--- src/ppfm_params.svh ---
// Register map, masks and reset values of the port pin function mux
`ifndef PPFM_PARAMS_SVH
`define PPFM_PARAMS_SVH

// Register groups, byte address bits [7:5]; port index in bits [4:2]
`define PPFM_GRP_DATA 3'h0
`define PPFM_GRP_DIR 3'h1
`define PPFM_GRP_ALT 3'h2
`define PPFM_GRP_PIN 3'h3
`define PPFM_GRP_CTRL 3'h4

// Byte address of each group base
`define PPFM_DATA_BASE 32'h0000_0000
`define PPFM_DIR_BASE 32'h0000_0020
`define PPFM_ALT_BASE 32'h0000_0040
`define PPFM_PIN_BASE 32'h0000_0060
`define PPFM_CTRL_ADDR 32'h0000_0080

// Reset values
`define PPFM_RST_BYTE 8'h00
`define PPFM_RST_RATE 2'h0

// Alternate select bits that exist, ports 7..0
`define PPFM_ALT_VALID 64'hfcff_ffff_ffff_0000
// Outputs released by the float pin, ports 7..0
`define PPFM_FLOAT_MASK 64'hf000_0000_0fff_ffff
// Alternate directions of port 5, bit 7..0
`define PPFM_P5_ALT_OE 8'h5e

`endif

--- src/ppfm_pkg.sv ---
// Types shared by the port pin function mux
package ppfm_pkg;

   typedef logic [7:0] ppfm_byte_t;

   typedef enum logic [1:0] {
      PPFM_DIV2,
      PPFM_DIV4,
      PPFM_DIV8,
      PPFM_DIV16
   } ppfm_rate_t;

endpackage

--- src/ppfm_port_mux.sv ---
// Pin function mux and port control for ports 0 to 7
// Summary of operation
// - Per-bit direction register for each 8-bit port
// - Alternate select overrides direction per bit
// - Program select low: port 0 is bus
// - Port 1 drives upper address on data access
// - Reset and init make all pins inputs; events spare forced bus pins
// - Float pin releases ports 0, 1, 2
// - Float releases port 3 low, port 7 high
// - Port 2 alternates carry timer match outputs
// - Port 3 bit 0 match out or capture in
// - Port 3 bits 1-3 only in four-pin mode
// - Port 3 bits 4-7 feed capture inputs
// - Port 4 alternates feed transition detectors
// - Port 5 alternates carry FIFO serial port
// - Port 5 bit 6 outputs selected divided clock
// - Port 6 carries interrupts and serial data
// - Serial 1 shift clocks follow master mode
// - Port 7 bit 2 address latch strobe
// - Port 7 bit 3 program read strobe
// - Strobes pulled up in external init
// - Port 7 bits 2-7 alternates, PWM outputs
//
// The address map and the Wishbone slave port were chosen for this implementation.
`timescale 1ns/1ps
`include "ppfm_params.svh"

module ppfm_port_mux
   import ppfm_pkg::*;
(
   input  wire logic        clk,
   input  wire logic        sys_rst,
   // Wishbone slave
   input  wire logic        wb_cyc_i,
   input  wire logic        wb_stb_i,
   input  wire logic        wb_we_i,
   input  wire logic [31:0] wb_adr_i,
   input  wire logic [3:0]  wb_sel_i,
   input  wire logic [31:0] wb_dat_i,
   output logic      [31:0] wb_dat_o,
   output logic             wb_ack_o,
   // Control pins
   input  wire logic        external_program_select_n,
   input  wire logic        chip_init_pin_n,
   input  wire logic        output_float_pin,
   // Internal reset events
   input  wire logic        break_instruction,
   input  wire logic        watchdog_overflow,
   input  wire logic        opcode_trap,
   // Port pins 0..7, port p in bits [8p+7:8p]
   input  wire logic [63:0] pin_in,
   output logic      [63:0] pin_out,
   output logic      [63:0] pin_oe,
   output logic             strobe_pullup,
   // External bus
   input  wire logic [7:0]  muxed_low_bus_out,
   input  wire logic        muxed_low_bus_oe,
   output logic      [7:0]  muxed_low_bus_in,
   input  wire logic        external_data_access,
   input  wire logic [7:0]  upper_address_bits,
   input  wire logic        address_latch_strobe,
   input  wire logic        program_read_strobe,
   // Timer
   input  wire logic [7:0]  match_output_pin,
   input  wire logic        timer_seventeen_pin_a,
   input  wire logic [2:0]  timer_seventeen_pins_bcd,
   input  wire logic        edge_latch_mode,
   input  wire logic        four_pin_match_mode,
   output logic             timer_seventeen_capture,
   output logic      [3:0]  edge_latch_pin,
   // Transition detectors
   output logic      [7:0]  transition_input,
   // FIFO serial port
   output logic             fifo_serial_in,
   input  wire logic        fifo_serial_out,
   input  wire logic        fifo_serial_clock,
   input  wire logic        fifo_read_write,
   input  wire logic        fifo_select,
   output logic             dual_irq_two,
   output logic             fifo_busy,
   // Interrupts and UARTs
   output logic      [1:0]  external_irq,
   output logic             serial0_receive_data,
   input  wire logic        serial0_transmit_data,
   output logic             serial1_receive_data,
   input  wire logic        serial1_transmit_data,
   input  wire logic        serial1_rx_master,
   input  wire logic        serial1_tx_master,
   input  wire logic        serial1_receive_shift_clock_out,
   input  wire logic        serial1_transmit_shift_clock_out,
   output logic             serial1_receive_shift_clock_in,
   output logic             serial1_transmit_shift_clock_in,
   // PWM
   input  wire logic [3:0]  pulse_width_channel
);

   localparam logic [63:0] ALT_VALID = `PPFM_ALT_VALID;
   localparam logic [63:0] FLOAT_MASK = `PPFM_FLOAT_MASK;

   ppfm_byte_t port_data [8];
   ppfm_byte_t port_direction_reg [8];
   ppfm_byte_t port_alt_select_reg [8];
   ppfm_rate_t peripheral_control_reg;

   logic [63:0] pin_meta;
   logic [63:0] pin_sync;
   logic [2:0]  ctl_meta;
   logic [2:0]  ctl_sync;
   logic [3:0]  div_cnt;
   logic        div_clk;

   // Divider mask: toggle every 2^rate cycles
   function automatic logic [3:0] rate_mask(input ppfm_rate_t r);
      logic [3:0] m;
      m = 4'h0;
      unique case (r)
         PPFM_DIV2:  m = 4'h0;
         PPFM_DIV4:  m = 4'h1;
         PPFM_DIV8:  m = 4'h3;
         PPFM_DIV16: m = 4'h7;
      endcase
      return m;
   endfunction

   // Synchronisers; first stage read only by second
   always_ff @(posedge clk or posedge sys_rst) begin
      if (sys_rst) begin
         pin_meta <= 64'h0;
         pin_sync <= 64'h0;
         ctl_meta <= 3'h6;
         ctl_sync <= 3'h6;
      end else begin
         pin_meta <= pin_in;
         pin_sync <= pin_meta;
         ctl_meta <= {external_program_select_n,
                      chip_init_pin_n, output_float_pin};
         ctl_sync <= ctl_meta;
      end
   end

   wire ext_prog_low = ~ctl_sync[2];
   wire init_low = ~ctl_sync[1];
   wire float_s = ctl_sync[0];
   // Any of these sources clears every register
   wire soft_clr = init_low | break_instruction
                 | watchdog_overflow | opcode_trap;

   // Bus decode
   wire       wb_req = wb_cyc_i & wb_stb_i & ~wb_ack_o;
   wire [2:0] grp = wb_adr_i[7:5];
   wire [2:0] idx = wb_adr_i[4:2];
   wire [7:0] wr_byte = wb_dat_i[7:0];
   wire       upper_ok = (wb_adr_i[31:8] == 24'h0)
                       & (wb_adr_i[1:0] == 2'h0);
   wire       ctrl_hit = (grp == `PPFM_GRP_CTRL) & (idx == 3'h0);
   wire       map_hit = upper_ok & ((grp < `PPFM_GRP_CTRL) | ctrl_hit);
   wire       wb_wr = wb_req & wb_we_i & wb_sel_i[0] & map_hit;
   wire       pin_grp = grp == `PPFM_GRP_PIN;
   wire [7:0] alt_ok = ALT_VALID[8*idx +: 8];

   // Register file; reset sources beat a write in the same cycle
   always_ff @(posedge clk or posedge sys_rst) begin
      if (sys_rst) begin
         for (int i = 0; i < 8; i++) begin
            port_data[i] <= `PPFM_RST_BYTE;
            port_direction_reg[i] <= `PPFM_RST_BYTE;
            port_alt_select_reg[i] <= `PPFM_RST_BYTE;
         end
         peripheral_control_reg <= ppfm_rate_t'(`PPFM_RST_RATE);
      end else if (soft_clr) begin
         for (int i = 0; i < 8; i++) begin
            port_data[i] <= `PPFM_RST_BYTE;
            port_direction_reg[i] <= `PPFM_RST_BYTE;
            port_alt_select_reg[i] <= `PPFM_RST_BYTE;
         end
         peripheral_control_reg <= ppfm_rate_t'(`PPFM_RST_RATE);
      end else if (wb_wr) begin
         if (grp == `PPFM_GRP_DATA)
            port_data[idx] <= wr_byte;
         if (grp == `PPFM_GRP_DIR)
            port_direction_reg[idx] <= wr_byte;
         if (grp == `PPFM_GRP_ALT)
            port_alt_select_reg[idx] <= wr_byte & alt_ok;
         if (ctrl_hit)
            peripheral_control_reg <= ppfm_rate_t'(wr_byte[1:0]);
      end
   end

   // Read data
   wire [7:0] rd_data = port_data[idx];
   wire [7:0] rd_dir = port_direction_reg[idx];
   wire [7:0] rd_alt = port_alt_select_reg[idx];
   wire [7:0] rd_pin = pin_sync[8*idx +: 8];
   wire [7:0] rd_ctrl = {6'h0, peripheral_control_reg};
   wire [7:0] rd_byte = !map_hit ? 8'h00 :
                        grp == `PPFM_GRP_DATA ? rd_data :
                        grp == `PPFM_GRP_DIR ? rd_dir :
                        grp == `PPFM_GRP_ALT ? rd_alt :
                        pin_grp ? rd_pin : rd_ctrl;

   // Every access acks one cycle later; unmapped reads give zero
   always_ff @(posedge clk or posedge sys_rst) begin
      if (sys_rst) begin
         wb_ack_o <= 1'b0;
         wb_dat_o <= 32'h0;
      end else begin
         wb_ack_o <= wb_req;
         if (wb_req)
            wb_dat_o <= {24'h0, rd_byte};
      end
   end

   // Clock output divider
   wire [3:0] div_mask = rate_mask(peripheral_control_reg);
   wire       div_tick = (div_cnt & div_mask) == div_mask;

   always_ff @(posedge clk or posedge sys_rst) begin
      if (sys_rst) begin
         div_cnt <= 4'h0;
         div_clk <= 1'b0;
      end else begin
         div_cnt <= div_cnt + 4'h1;
         if (div_tick)
            div_clk <= ~div_clk;
      end
   end

   // Flattened registers
   logic [63:0] data_v;
   logic [63:0] dir_v;
   logic [63:0] alt_v;

   for (genvar g = 0; g < 8; g++) begin : g_flat
      assign data_v[8*g +: 8] = port_data[g];
      assign dir_v[8*g +: 8] = port_direction_reg[g];
      assign alt_v[8*g +: 8] = port_alt_select_reg[g];
   end

   // Alternate outputs per port
   wire [7:0] p2_alt_out = match_output_pin;
   wire [7:0] p3_alt_out = {4'h0, timer_seventeen_pins_bcd,
                            timer_seventeen_pin_a};
   wire [7:0] p5_alt_out = {1'b0, div_clk, 1'b0, fifo_select,
                            fifo_read_write, fifo_serial_clock,
                            fifo_serial_out, 1'b0};
   wire [7:0] p6_alt_out = {serial0_transmit_data, 1'b0,
                            serial1_transmit_shift_clock_out,
                            serial1_receive_shift_clock_out,
                            serial1_transmit_data, 3'h0};
   wire [7:0] p7_alt_out = {pulse_width_channel,
                            program_read_strobe,
                            address_latch_strobe, 2'h0};

   // Alternate directions per port
   wire [7:0] p2_alt_oe = 8'hff;
   // Capture mode turns bit 0 into an input
   wire [7:0] p3_alt_oe = {4'h0, {3{four_pin_match_mode}},
                           ~edge_latch_mode};
   wire [7:0] p5_alt_oe = `PPFM_P5_ALT_OE;
   wire [7:0] p6_alt_oe = {1'b1, 1'b0, serial1_tx_master,
                           serial1_rx_master, 1'b1, 3'h0};
   wire [7:0] p7_alt_oe = 8'hfc;

   wire [63:0] alt_out = {p7_alt_out, p6_alt_out, p5_alt_out,
                          8'h00, p3_alt_out, p2_alt_out, 16'h0};
   wire [63:0] alt_oe = {p7_alt_oe, p6_alt_oe, p5_alt_oe,
                         8'h00, p3_alt_oe, p2_alt_oe, 16'h0};

   // Functions forced by the program select pin
   wire        p1_force = ext_prog_low & external_data_access;
   wire [63:0] force_en = {4'h0, {2{ext_prog_low}}, 2'h0, 40'h0,
                           {8{p1_force}}, {8{ext_prog_low}}};
   wire [63:0] force_out = {4'h0, program_read_strobe,
                            address_latch_strobe, 2'h0,
                            40'h0, upper_address_bits,
                            muxed_low_bus_out};
   wire [63:0] force_oe = {4'h0, 2'h3, 2'h0, 40'h0, 8'hff,
                           {8{muxed_low_bus_oe}}};

   // Alternate select wins over direction
   wire [63:0] sel_out = (alt_v & alt_out) | (~alt_v & data_v);
   wire [63:0] sel_oe = (alt_v & alt_oe) | (~alt_v & dir_v);
   wire [63:0] mux_out = (force_en & force_out)
                       | (~force_en & sel_out);
   wire [63:0] mux_oe = (force_en & force_oe)
                       | (~force_en & sel_oe);
   // Float only releases the listed outputs
   wire [63:0] float_v = FLOAT_MASK & {64{float_s}};
   wire [63:0] next_oe = init_low ? 64'h0 : (mux_oe & ~float_v);
   wire [63:0] next_out = mux_out;
   // Pull-up keeps the strobes inactive while the bus is idle in init
   wire        next_pullup = ext_prog_low & init_low;

   // Registered pin drive costs one cycle of latency on all paths
   always_ff @(posedge clk or posedge sys_rst) begin
      if (sys_rst) begin
         pin_out <= 64'h0;
         pin_oe <= 64'h0;
         strobe_pullup <= 1'b0;
      end else begin
         pin_out <= next_out;
         pin_oe <= next_oe;
         strobe_pullup <= next_pullup;
      end
   end

   // Pin levels delivered to peripherals, all synchronised
   assign muxed_low_bus_in = pin_sync[7:0];
   assign timer_seventeen_capture = pin_sync[24];
   assign edge_latch_pin = pin_sync[31:28];
   assign transition_input = pin_sync[39:32];
   assign fifo_serial_in = pin_sync[40];
   assign dual_irq_two = pin_sync[45];
   assign fifo_busy = pin_sync[47];
   assign external_irq = pin_sync[49:48];
   assign serial1_receive_data = pin_sync[50];
   assign serial1_receive_shift_clock_in = pin_sync[52];
   assign serial1_transmit_shift_clock_in = pin_sync[53];
   assign serial0_receive_data = pin_sync[54];
endmodule

--- config.mk ---
export PLATFORM = sky130hd
export DESIGN_NAME = ppfm_port_mux
export DESIGN_NICKNAME = d
export VERILOG_FILES = /design/src/ppfm_pkg.sv /design/src/ppfm_port_mux.sv
export VERILOG_INCLUDE_DIRS = /design/src
export SDC_FILE = /design/constraint.sdc
export NUM_CORES = 1
export LEC_CHECK = 0
export ABC_AREA = 1
export BUFFER_PORTS_ARGS = -buffer_cell sky130_fd_sc_hd__clkbuf_2
export CAP_MARGIN = 20
export CORE_ASPECT_RATIO = 0.5
export CORE_MARGIN = 8
export CORE_UTILIZATION = 50
export DETAILED_ROUTE_END_ITERATION = 8
export GPL_TIMING_DRIVEN = 0
export PLACE_DENSITY = 0.87
export SLEW_MARGIN = 20
export SYNTH_ARGS = -nofsm -noshare
export SYNTH_HDL_FRONTEND = slang
export SYNTH_SLANG_ARGS = --single-unit
--- constraint.sdc ---
create_clock -name clk -period 15.2 [get_ports clk]
set_input_delay 1.52 -clock clk [delete_from_list [all_inputs] [get_ports clk]]
set_output_delay 1.52 -clock clk [all_outputs]
set_load 0.02 [all_outputs]
==> results.toml, run 1 <==
[run_status]
status = "complete, no violations"

[synth]
synth-xor-area-share_pct = 0.0906
synth_top_family_by_area = "simple AND/OR/NAND/NOR gates"
yosysWarnings = 0
async_reset_ff_share_pct = 100
synth_area_leaders = "dfrtp_1, nand2_1, nor2_1"
yosysMostFrequentCell = "nand2_1"
synth_compound_area_share_pct = 4.78
synth_edf_count = 0
ys_ff_latch = 470
synth_fa_ha_area_share_pct = 0.0647
synth-simple-area-share_pct = 27.3
ys_seq_area_share_pct = 60.9
avgSynthCellArea_sq_um = 8.61
synthCells = 2245
synth_ff_type = "dfrtp_1"
ys_types = 40
synth.largest_area_cell = "dfrtp_1"
yosys.area.top_type_share_pct = 60.3
netlist_area_sq_um = 19300
yosys-top-cells-count = "nand2_1, dfrtp_1, nor2_1, inv_1, o21ai_0"
synth_mux_area_share_pct = 0.291

[sta]
finalCriticalPeriod_ns = 3.73
relSlewSlack_pct = 21.0
fin_skew_ns = 0.0194
rsz0062_at_grt = "false"
period_share_pct = 24.5
report.final.slew_viol_count = 0
finalSetupViolations = 0
worst_pin_slew_ns = 1.18
finalHoldViolCount = 0
fmax_ghz = 0.268

[global_routing]
overflow = 0
grt_pass1_wl_um = 113000
grt_use_total_pct = 33.7
grt_pass1_vias = 17378
grt_start_max_net_pins = 112
antenna_found_initial = 3

[placement]
hpwl_um = 59900
gp_congestion = 1.07
place_area_sq_um = 21800
port_buffers = 329

[detailed_routing]
wl_um = 78100
drc = 0
ant_nets = 0
drt-initial-drc-count = 2306
routedWlPerCell_um = 24.4
via_count = 17730
drt_first_pass_iters = 7
vias_per_cell = 5.54

[critical_path]
r2r-end = "dir_v[32]"
cp.arrival_ns = 4.17
crit_required_ns = 15.64
critPathCaptureType = "flop"
path_class = "in2reg"
r2r_setup_slack_ns = 12.17
slowest_delay_ns = 0.84
r2r_start = "ctl_sync[1]"
crit_chain = "clkbuf_2, buf_2, clkbuf_1, a21oi_1, o21ai_0, nand2_1, nand3_1, nand2_1, nand2_1, inv_1, nand2_1, nand2_1"
start_kind = "input pin"
cpMostUsedCell = "nand2_1"
ff2ff_path_depth = 10
cp_max_fo = 10
critPathLaunch = "wb_adr_i[2]"
slowest_stage = "clkbuf_1"

[floorplan]
die_area_sq_um = 45600
io_pins = 383
start_util_pct = 50.2
core_region_area_sq_um = 38500
dieWidth_um = 294
die_h_um = 155
rows = 51

[power_and_ir_drop]
power.internal_uw = 2030
clockPowerShare_pct = 43.8
peakVddDrop_mv = 0.0720
combPwrFrac_pct = 8.1
power_frac_seq_pct = 48.1
p_sw_share_pct = 24.2
p_leak_uw = 0.0128
pwr_density_cell_nw_per_um2 = 115
p_switching_uw = 647
total_power_uw = 2670

[hold_path]
worstHoldStart = "pin_meta[62]"
hold_path_depth = 0
min_to = "pin_sync[62]"
hold_class = "reg2reg"

[cts]
cts_setup_buffers = 0
cts_buffers = 40
htreeDepth = 2
clock_sinks = 470
cts_tree = "yes"
ctsLongestPathBuffers = 3
cts_hold_buf = 0
insertion_delay_ns = 0.56
post_cts_resized = 0
cts-root-buf = "clkbuf_16"
clkTransAtPathRegs_ns = 0.07

[finish]
drive_gt1_share_pct = 20.2
syn2layout_area_growth_pct = 20.8
final_area_sq_um = 23300
diodes = 0
final_nets = 2835

[flow_run]
max-cap-violations = 0
layout make-up:
| type | count | area [sq um] |
|---|---|---|
| timing repair buffer | 333 | 1760 |
| tap | 530 | 663 |
| clock buffer | 57 | 1220 |
| fill | 3233 | 15100 |
| sequential | 470 | 11800 |
| clock inverter | 15 | 287 |
| buffer | 119 | 708 |
| multi-input combinational | 1527 | 6370 |
| inverter | 152 | 578 |
per-stage QoR:
stage	setup TNS, ns	setup WS (ns)	util (%)	instances	hold slack (ns)
final	0	11.47	60.7	3203	0.341
after global placement	-1617.27	-3.53	56.5	3127	0.331
after global routing	0	11.64	60.7	3203	0.351
after floorplan	0	0.578	-	2268	0.331
after CTS	0	11.78	60.7	3203	0.341
after detailed placement	0	11.21	56.8	3131	0.335
metal layers:
layer  part of all wire (%)  global-route usage (%)
met1                     40                    47.1
met2                     41                    47.0
met3                     17                    16.5
met4                    2.4                    7.21
met5                  0.035                       0
worst max-delay path by stage:
stage	end	slack (ns)
floorplan	alt_v[0]	0.58
global placement	pin_meta[39]	-3.53
detailed placement	wb_dat_o[4]	11.21
CTS	wb_dat_o[4]	11.78
global route	wb_dat_o[4]	11.64
finish	wb_dat_o[4]	11.47
kinds of logic (layout without fill, tap and decap cells):
| logic type | after synthesis | after routing |
|---|---|---|
| adder cells (fa/ha/maj) | 1 | 1 |
| AO/OA/AOI/OAI | 174 | 174 |
| buffers and inverters | 271 | 676 |
| other | 1 | 24 |
| multiplexers | 5 | 5 |
| XOR/XNOR | 2 | 2 |
| flip-flops | 470 | 470 |
| AND/OR/NAND/NOR | 1321 | 1321 |
power groups by stage:
| stage | clock network, uW | logic, uW | registers, uW |
|---|---|---|---|
| 2_1_floorplan | 0 | 104 | 1320 |
| 4_1_cts | 1170 | 210 | 1290 |
| 3_3_place_gp | 0 | 201 | 1310 |
| 6_report | 1170 | 217 | 1290 |
| 5_1_grt | 1220 | 230 | 1290 |
| 3_5_place_dp | 0 | 208 | 1310 |
critical path, delay by kind of cell:
family          cells  cell delay [ns]
simple gates        6             0.57
compound gates      2             0.87
buf+inv             4             1.20
cell usage in the layout (no fill, tap or decap), types with 13 or more instances in the layout:
cell type	instances
conb_1	24
clkbuf_1	30
nand2_4	16
nor2_1	237
nand2_1	961
buf_2	35
a21oi_1	59
buf_4	50
o21ai_0	94
clkbuf_2	329
dfrtp_1	466
clkbuf_8	13
clkbuf_16	41
inv_1	144
nor3_1	18
nand3_1	52
Power figures use the tool's default switching activity.
==> run 2: changes to the inputs <==
--- a/config.mk
+++ b/config.mk
@@ -6,7 +6,7 @@
 export SDC_FILE = /design/constraint.sdc
 export NUM_CORES = 1
 export LEC_CHECK = 0
-export ABC_AREA = 1
+export ABC_AREA = 0
 export BUFFER_PORTS_ARGS = -buffer_cell sky130_fd_sc_hd__clkbuf_2
 export CAP_MARGIN = 20
 export CORE_ASPECT_RATIO = 0.5
==> constraint.sdc (replaced) <==
create_clock -name clk -period 3.3 [get_ports clk]
set_input_delay 0.33 -clock clk [delete_from_list [all_inputs] [get_ports clk]]
set_output_delay 0.33 -clock clk [all_outputs]
set_load 0.02 [all_outputs]
==> run 2 against run 1 <==
Effect of this change: total power grew to 4.4 times the previous value; synthesized area is 0.28% lower; global-route usage is 1.1 points lower; count of clock-buffer cells in the layout stayed put; via count is 12% lower; synthesized cell count is 30% lower.
==> results.toml, run 2 <==
[finish]
mostFrequentLayoutCell = "dfrtp_1"
fillers = 2804
syn2layout_area_growth_pct = 25.3
drive_gt1_share_pct = 27.5
final_nets = 2242
layout_common_cells = "dfrtp_1, clkbuf_2, mux2i_1, nand2_1, nor2_1"

[detailed_routing]
drt-initial-drc-count = 2333
top_layer = "met5"
drt_first_pass_iters = 6
drt-met1-wl_um = 28300
ant_nets = 0
routedWlPerCell_um = 29.0
via_count = 15574
wl_um = 75600
wl_met2_um = 34200
drc = 0
dr_wl_met3_um = 9820
vias_per_cell = 5.98

[cts]
ctsLongestPathBuffers = 3
cts-root-buf = "clkbuf_16"
cts_tree = "yes"
insertion_delay_ns = 0.56
htreeDepth = 2
clkTransAtPathRegs_ns = 0.07
cts_buffers = 41
clock_sinks = 470

[floorplan]
die_h_um = 155
io_pins = 383
start_util_pct = 51.1
core_region_area_sq_um = 37700
die_area_sq_um = 45500
dieWidth_um = 294
rows = 50

[sta]
period_share_pct = 99.3
finalHoldViolCount = 0
fin_skew_ns = 0.0202
relSlewSlack_pct = 19.1
finalSetupViolations = 0
rsz0062_at_grt = "false"
layout_setup_ws_ns = 0.0228
finalCriticalPeriod_ns = 3.28
report.final.slew_viol_count = 0
fmax_ghz = 0.305
worst_pin_slew_ns = 1.21

[power_and_ir_drop]
pwr_density_cell_nw_per_um2 = 487
total_power_uw = 11800
p_leak_uw = 0.0118
peakVddDrop_mv = 0.374

[critical_path]
slowest_stage = "clkbuf_1"
cp_max_fo = 10
path_class = "in2reg"
critPathCaptureType = "flop"
crit_chain = "buf_2, buf_4, clkbuf_1, clkbuf_1, mux2i_1, a221oi_1, o221ai_1, a21boi_0"
slowest_delay_ns = 0.92
crit_required_ns = 3.77
cp.arrival_ns = 3.74
cpMostUsedCell = "clkbuf_1"
start_kind = "input pin"

[synth]
synth-simple-area-share_pct = 12.8
synth_ff_type = "dfrtp_1"
synth_compound_area_share_pct = 6.31
yosys-top-cells-count = "dfrtp_1, mux2i_1, nand2_1, nor2_1, clkbuf_1"
yosysWarnings = 0
async_reset_ff_share_pct = 100
synth_top_family_by_area = "multiplexers"
yosysMostFrequentCell = "dfrtp_1"
netlist_area_sq_um = 19300
synth_edf_count = 0
synth-xor-area-share_pct = 0.0909
synth_area_leaders = "dfrtp_1, mux2i_1, nand2_1"
ys_ff_latch = 470
yosys.area.top_type_share_pct = 60.5
ys_types = 67
synthCells = 1561
synth_mux_area_share_pct = 15.4
avgSynthCellArea_sq_um = 12.3
synth.largest_area_cell = "dfrtp_1"
synth_fa_ha_area_share_pct = 0.0649
ys_seq_area_share_pct = 61.0

[global_routing]
grt_pass1_vias = 16163
antenna_found_initial = 5
overflow = 0
grt_start_max_net_pins = 38
grt_use_total_pct = 32.6
grt_pass1_wl_um = 109000

[flow_run]
max-cap-violations = 0

[placement]
hpwl_um = 56100
port_buffers = 321
place_ws_ns = -0.299
gp_congestion = 1.03

[run_status]
status = "complete, no violations"

[hold_path]
hold_class = "in2reg"
run 2: metal layers:
| layer | up-vias | track usage [%] |
|---|---|---|
| met5 | - | 1.44 |
| met4 | 4 | 12.0 |
| met3 | 236 | 12.4 |
| met2 | 1180 | 50.5 |
| met1 | 7838 | 41.4 |
| li1 | 6316 | - |
run 2: cell families (layout without fill, tap and decap cells):
logic type | count (synthesis) | in the layout
xor+xnor | 2 | 2
simple gates | 483 | 483
mux | 270 | 270
compound gates | 170 | 170
buf+inv | 164 | 657
fa+ha+maj | 1 | 1
other cells | 1 | 31
flops | 470 | 470
run 2: final cells by class:
| class | count | area (sq um) | area share [%] |
|---|---|---|---|
| buffer | 137 | 722 | 2.99 |
| sequential | 470 | 11800 | 48.7 |
| timing repair buffer | 423 | 2810 | 11.6 |
| clock inverter | 13 | 161 | 0.668 |
| inverter | 27 | 105 | 0.435 |
| antenna | 7 | 17.5 | 0.0725 |
| multi-input combinational | 950 | 6790 | 28.1 |
| tap | 520 | 651 | 2.69 |
| clock buffer | 57 | 1140 | 4.70 |
run 2: report_power, final:
group / leakage (uW) / internal (uW) / total (uW) / switching [uW]
Combinational: 0.00500 / 346 / 987 / 641
Sequential: 0.00622 / 5860 / 5900 / 40.9
Clock: 0.000633 / 2660 / 4880 / 2220
run 2: critical path: cells and delay by family:
| kind | cells | cell delay (ns) |
|---|---|---|
| buffers and inverters | 4 | 2.10 |
| AOI/OAI and AO/OA | 3 | 1.08 |
| muxes | 1 | 0.21 |
run 2: worst paths after layout:
path	startpoint	to	slack (ns)	depth (start not counted)
worst min register to register	pin_meta[43]	pin_sync[43]	0.33	0
worst max register to register	wb_ack_o	data_v[41]	0.20	6
min in group asynchronous	sys_rst	alt_v[49]	0.38	4
worst max-delay path	wb_adr_i[4]	wb_dat_o[3]	0.02	8
worst min-delay path	program_read_strobe	pin_out[59]	0.009	2
max in group asynchronous	sys_rst	ctl_sync[2]	1.64	8
run 2: timing repair:
action / in CTS / in global routing
hold endpoints to repair: 112 / 0
resized for setup: 0 / 0
buffers inserted: 0 / 0
hold buffers: 83 / 0
run 2: per-stage QoR:
stage	utilization, %	instances	setup TNS, ns	cell area, sq um	hold WS [ns]
global route	64.0	2601	0	24100	0.00114
finish	64.0	2604	0	24200	0.00877
global placement	57.3	2425	-2698.23	21600	0.331
detailed placement	58.3	2443	-0.887	22000	0.335
floorplan	-	1584	-1586.98	19400	0.331
CTS	64.0	2596	0	24100	0.000420
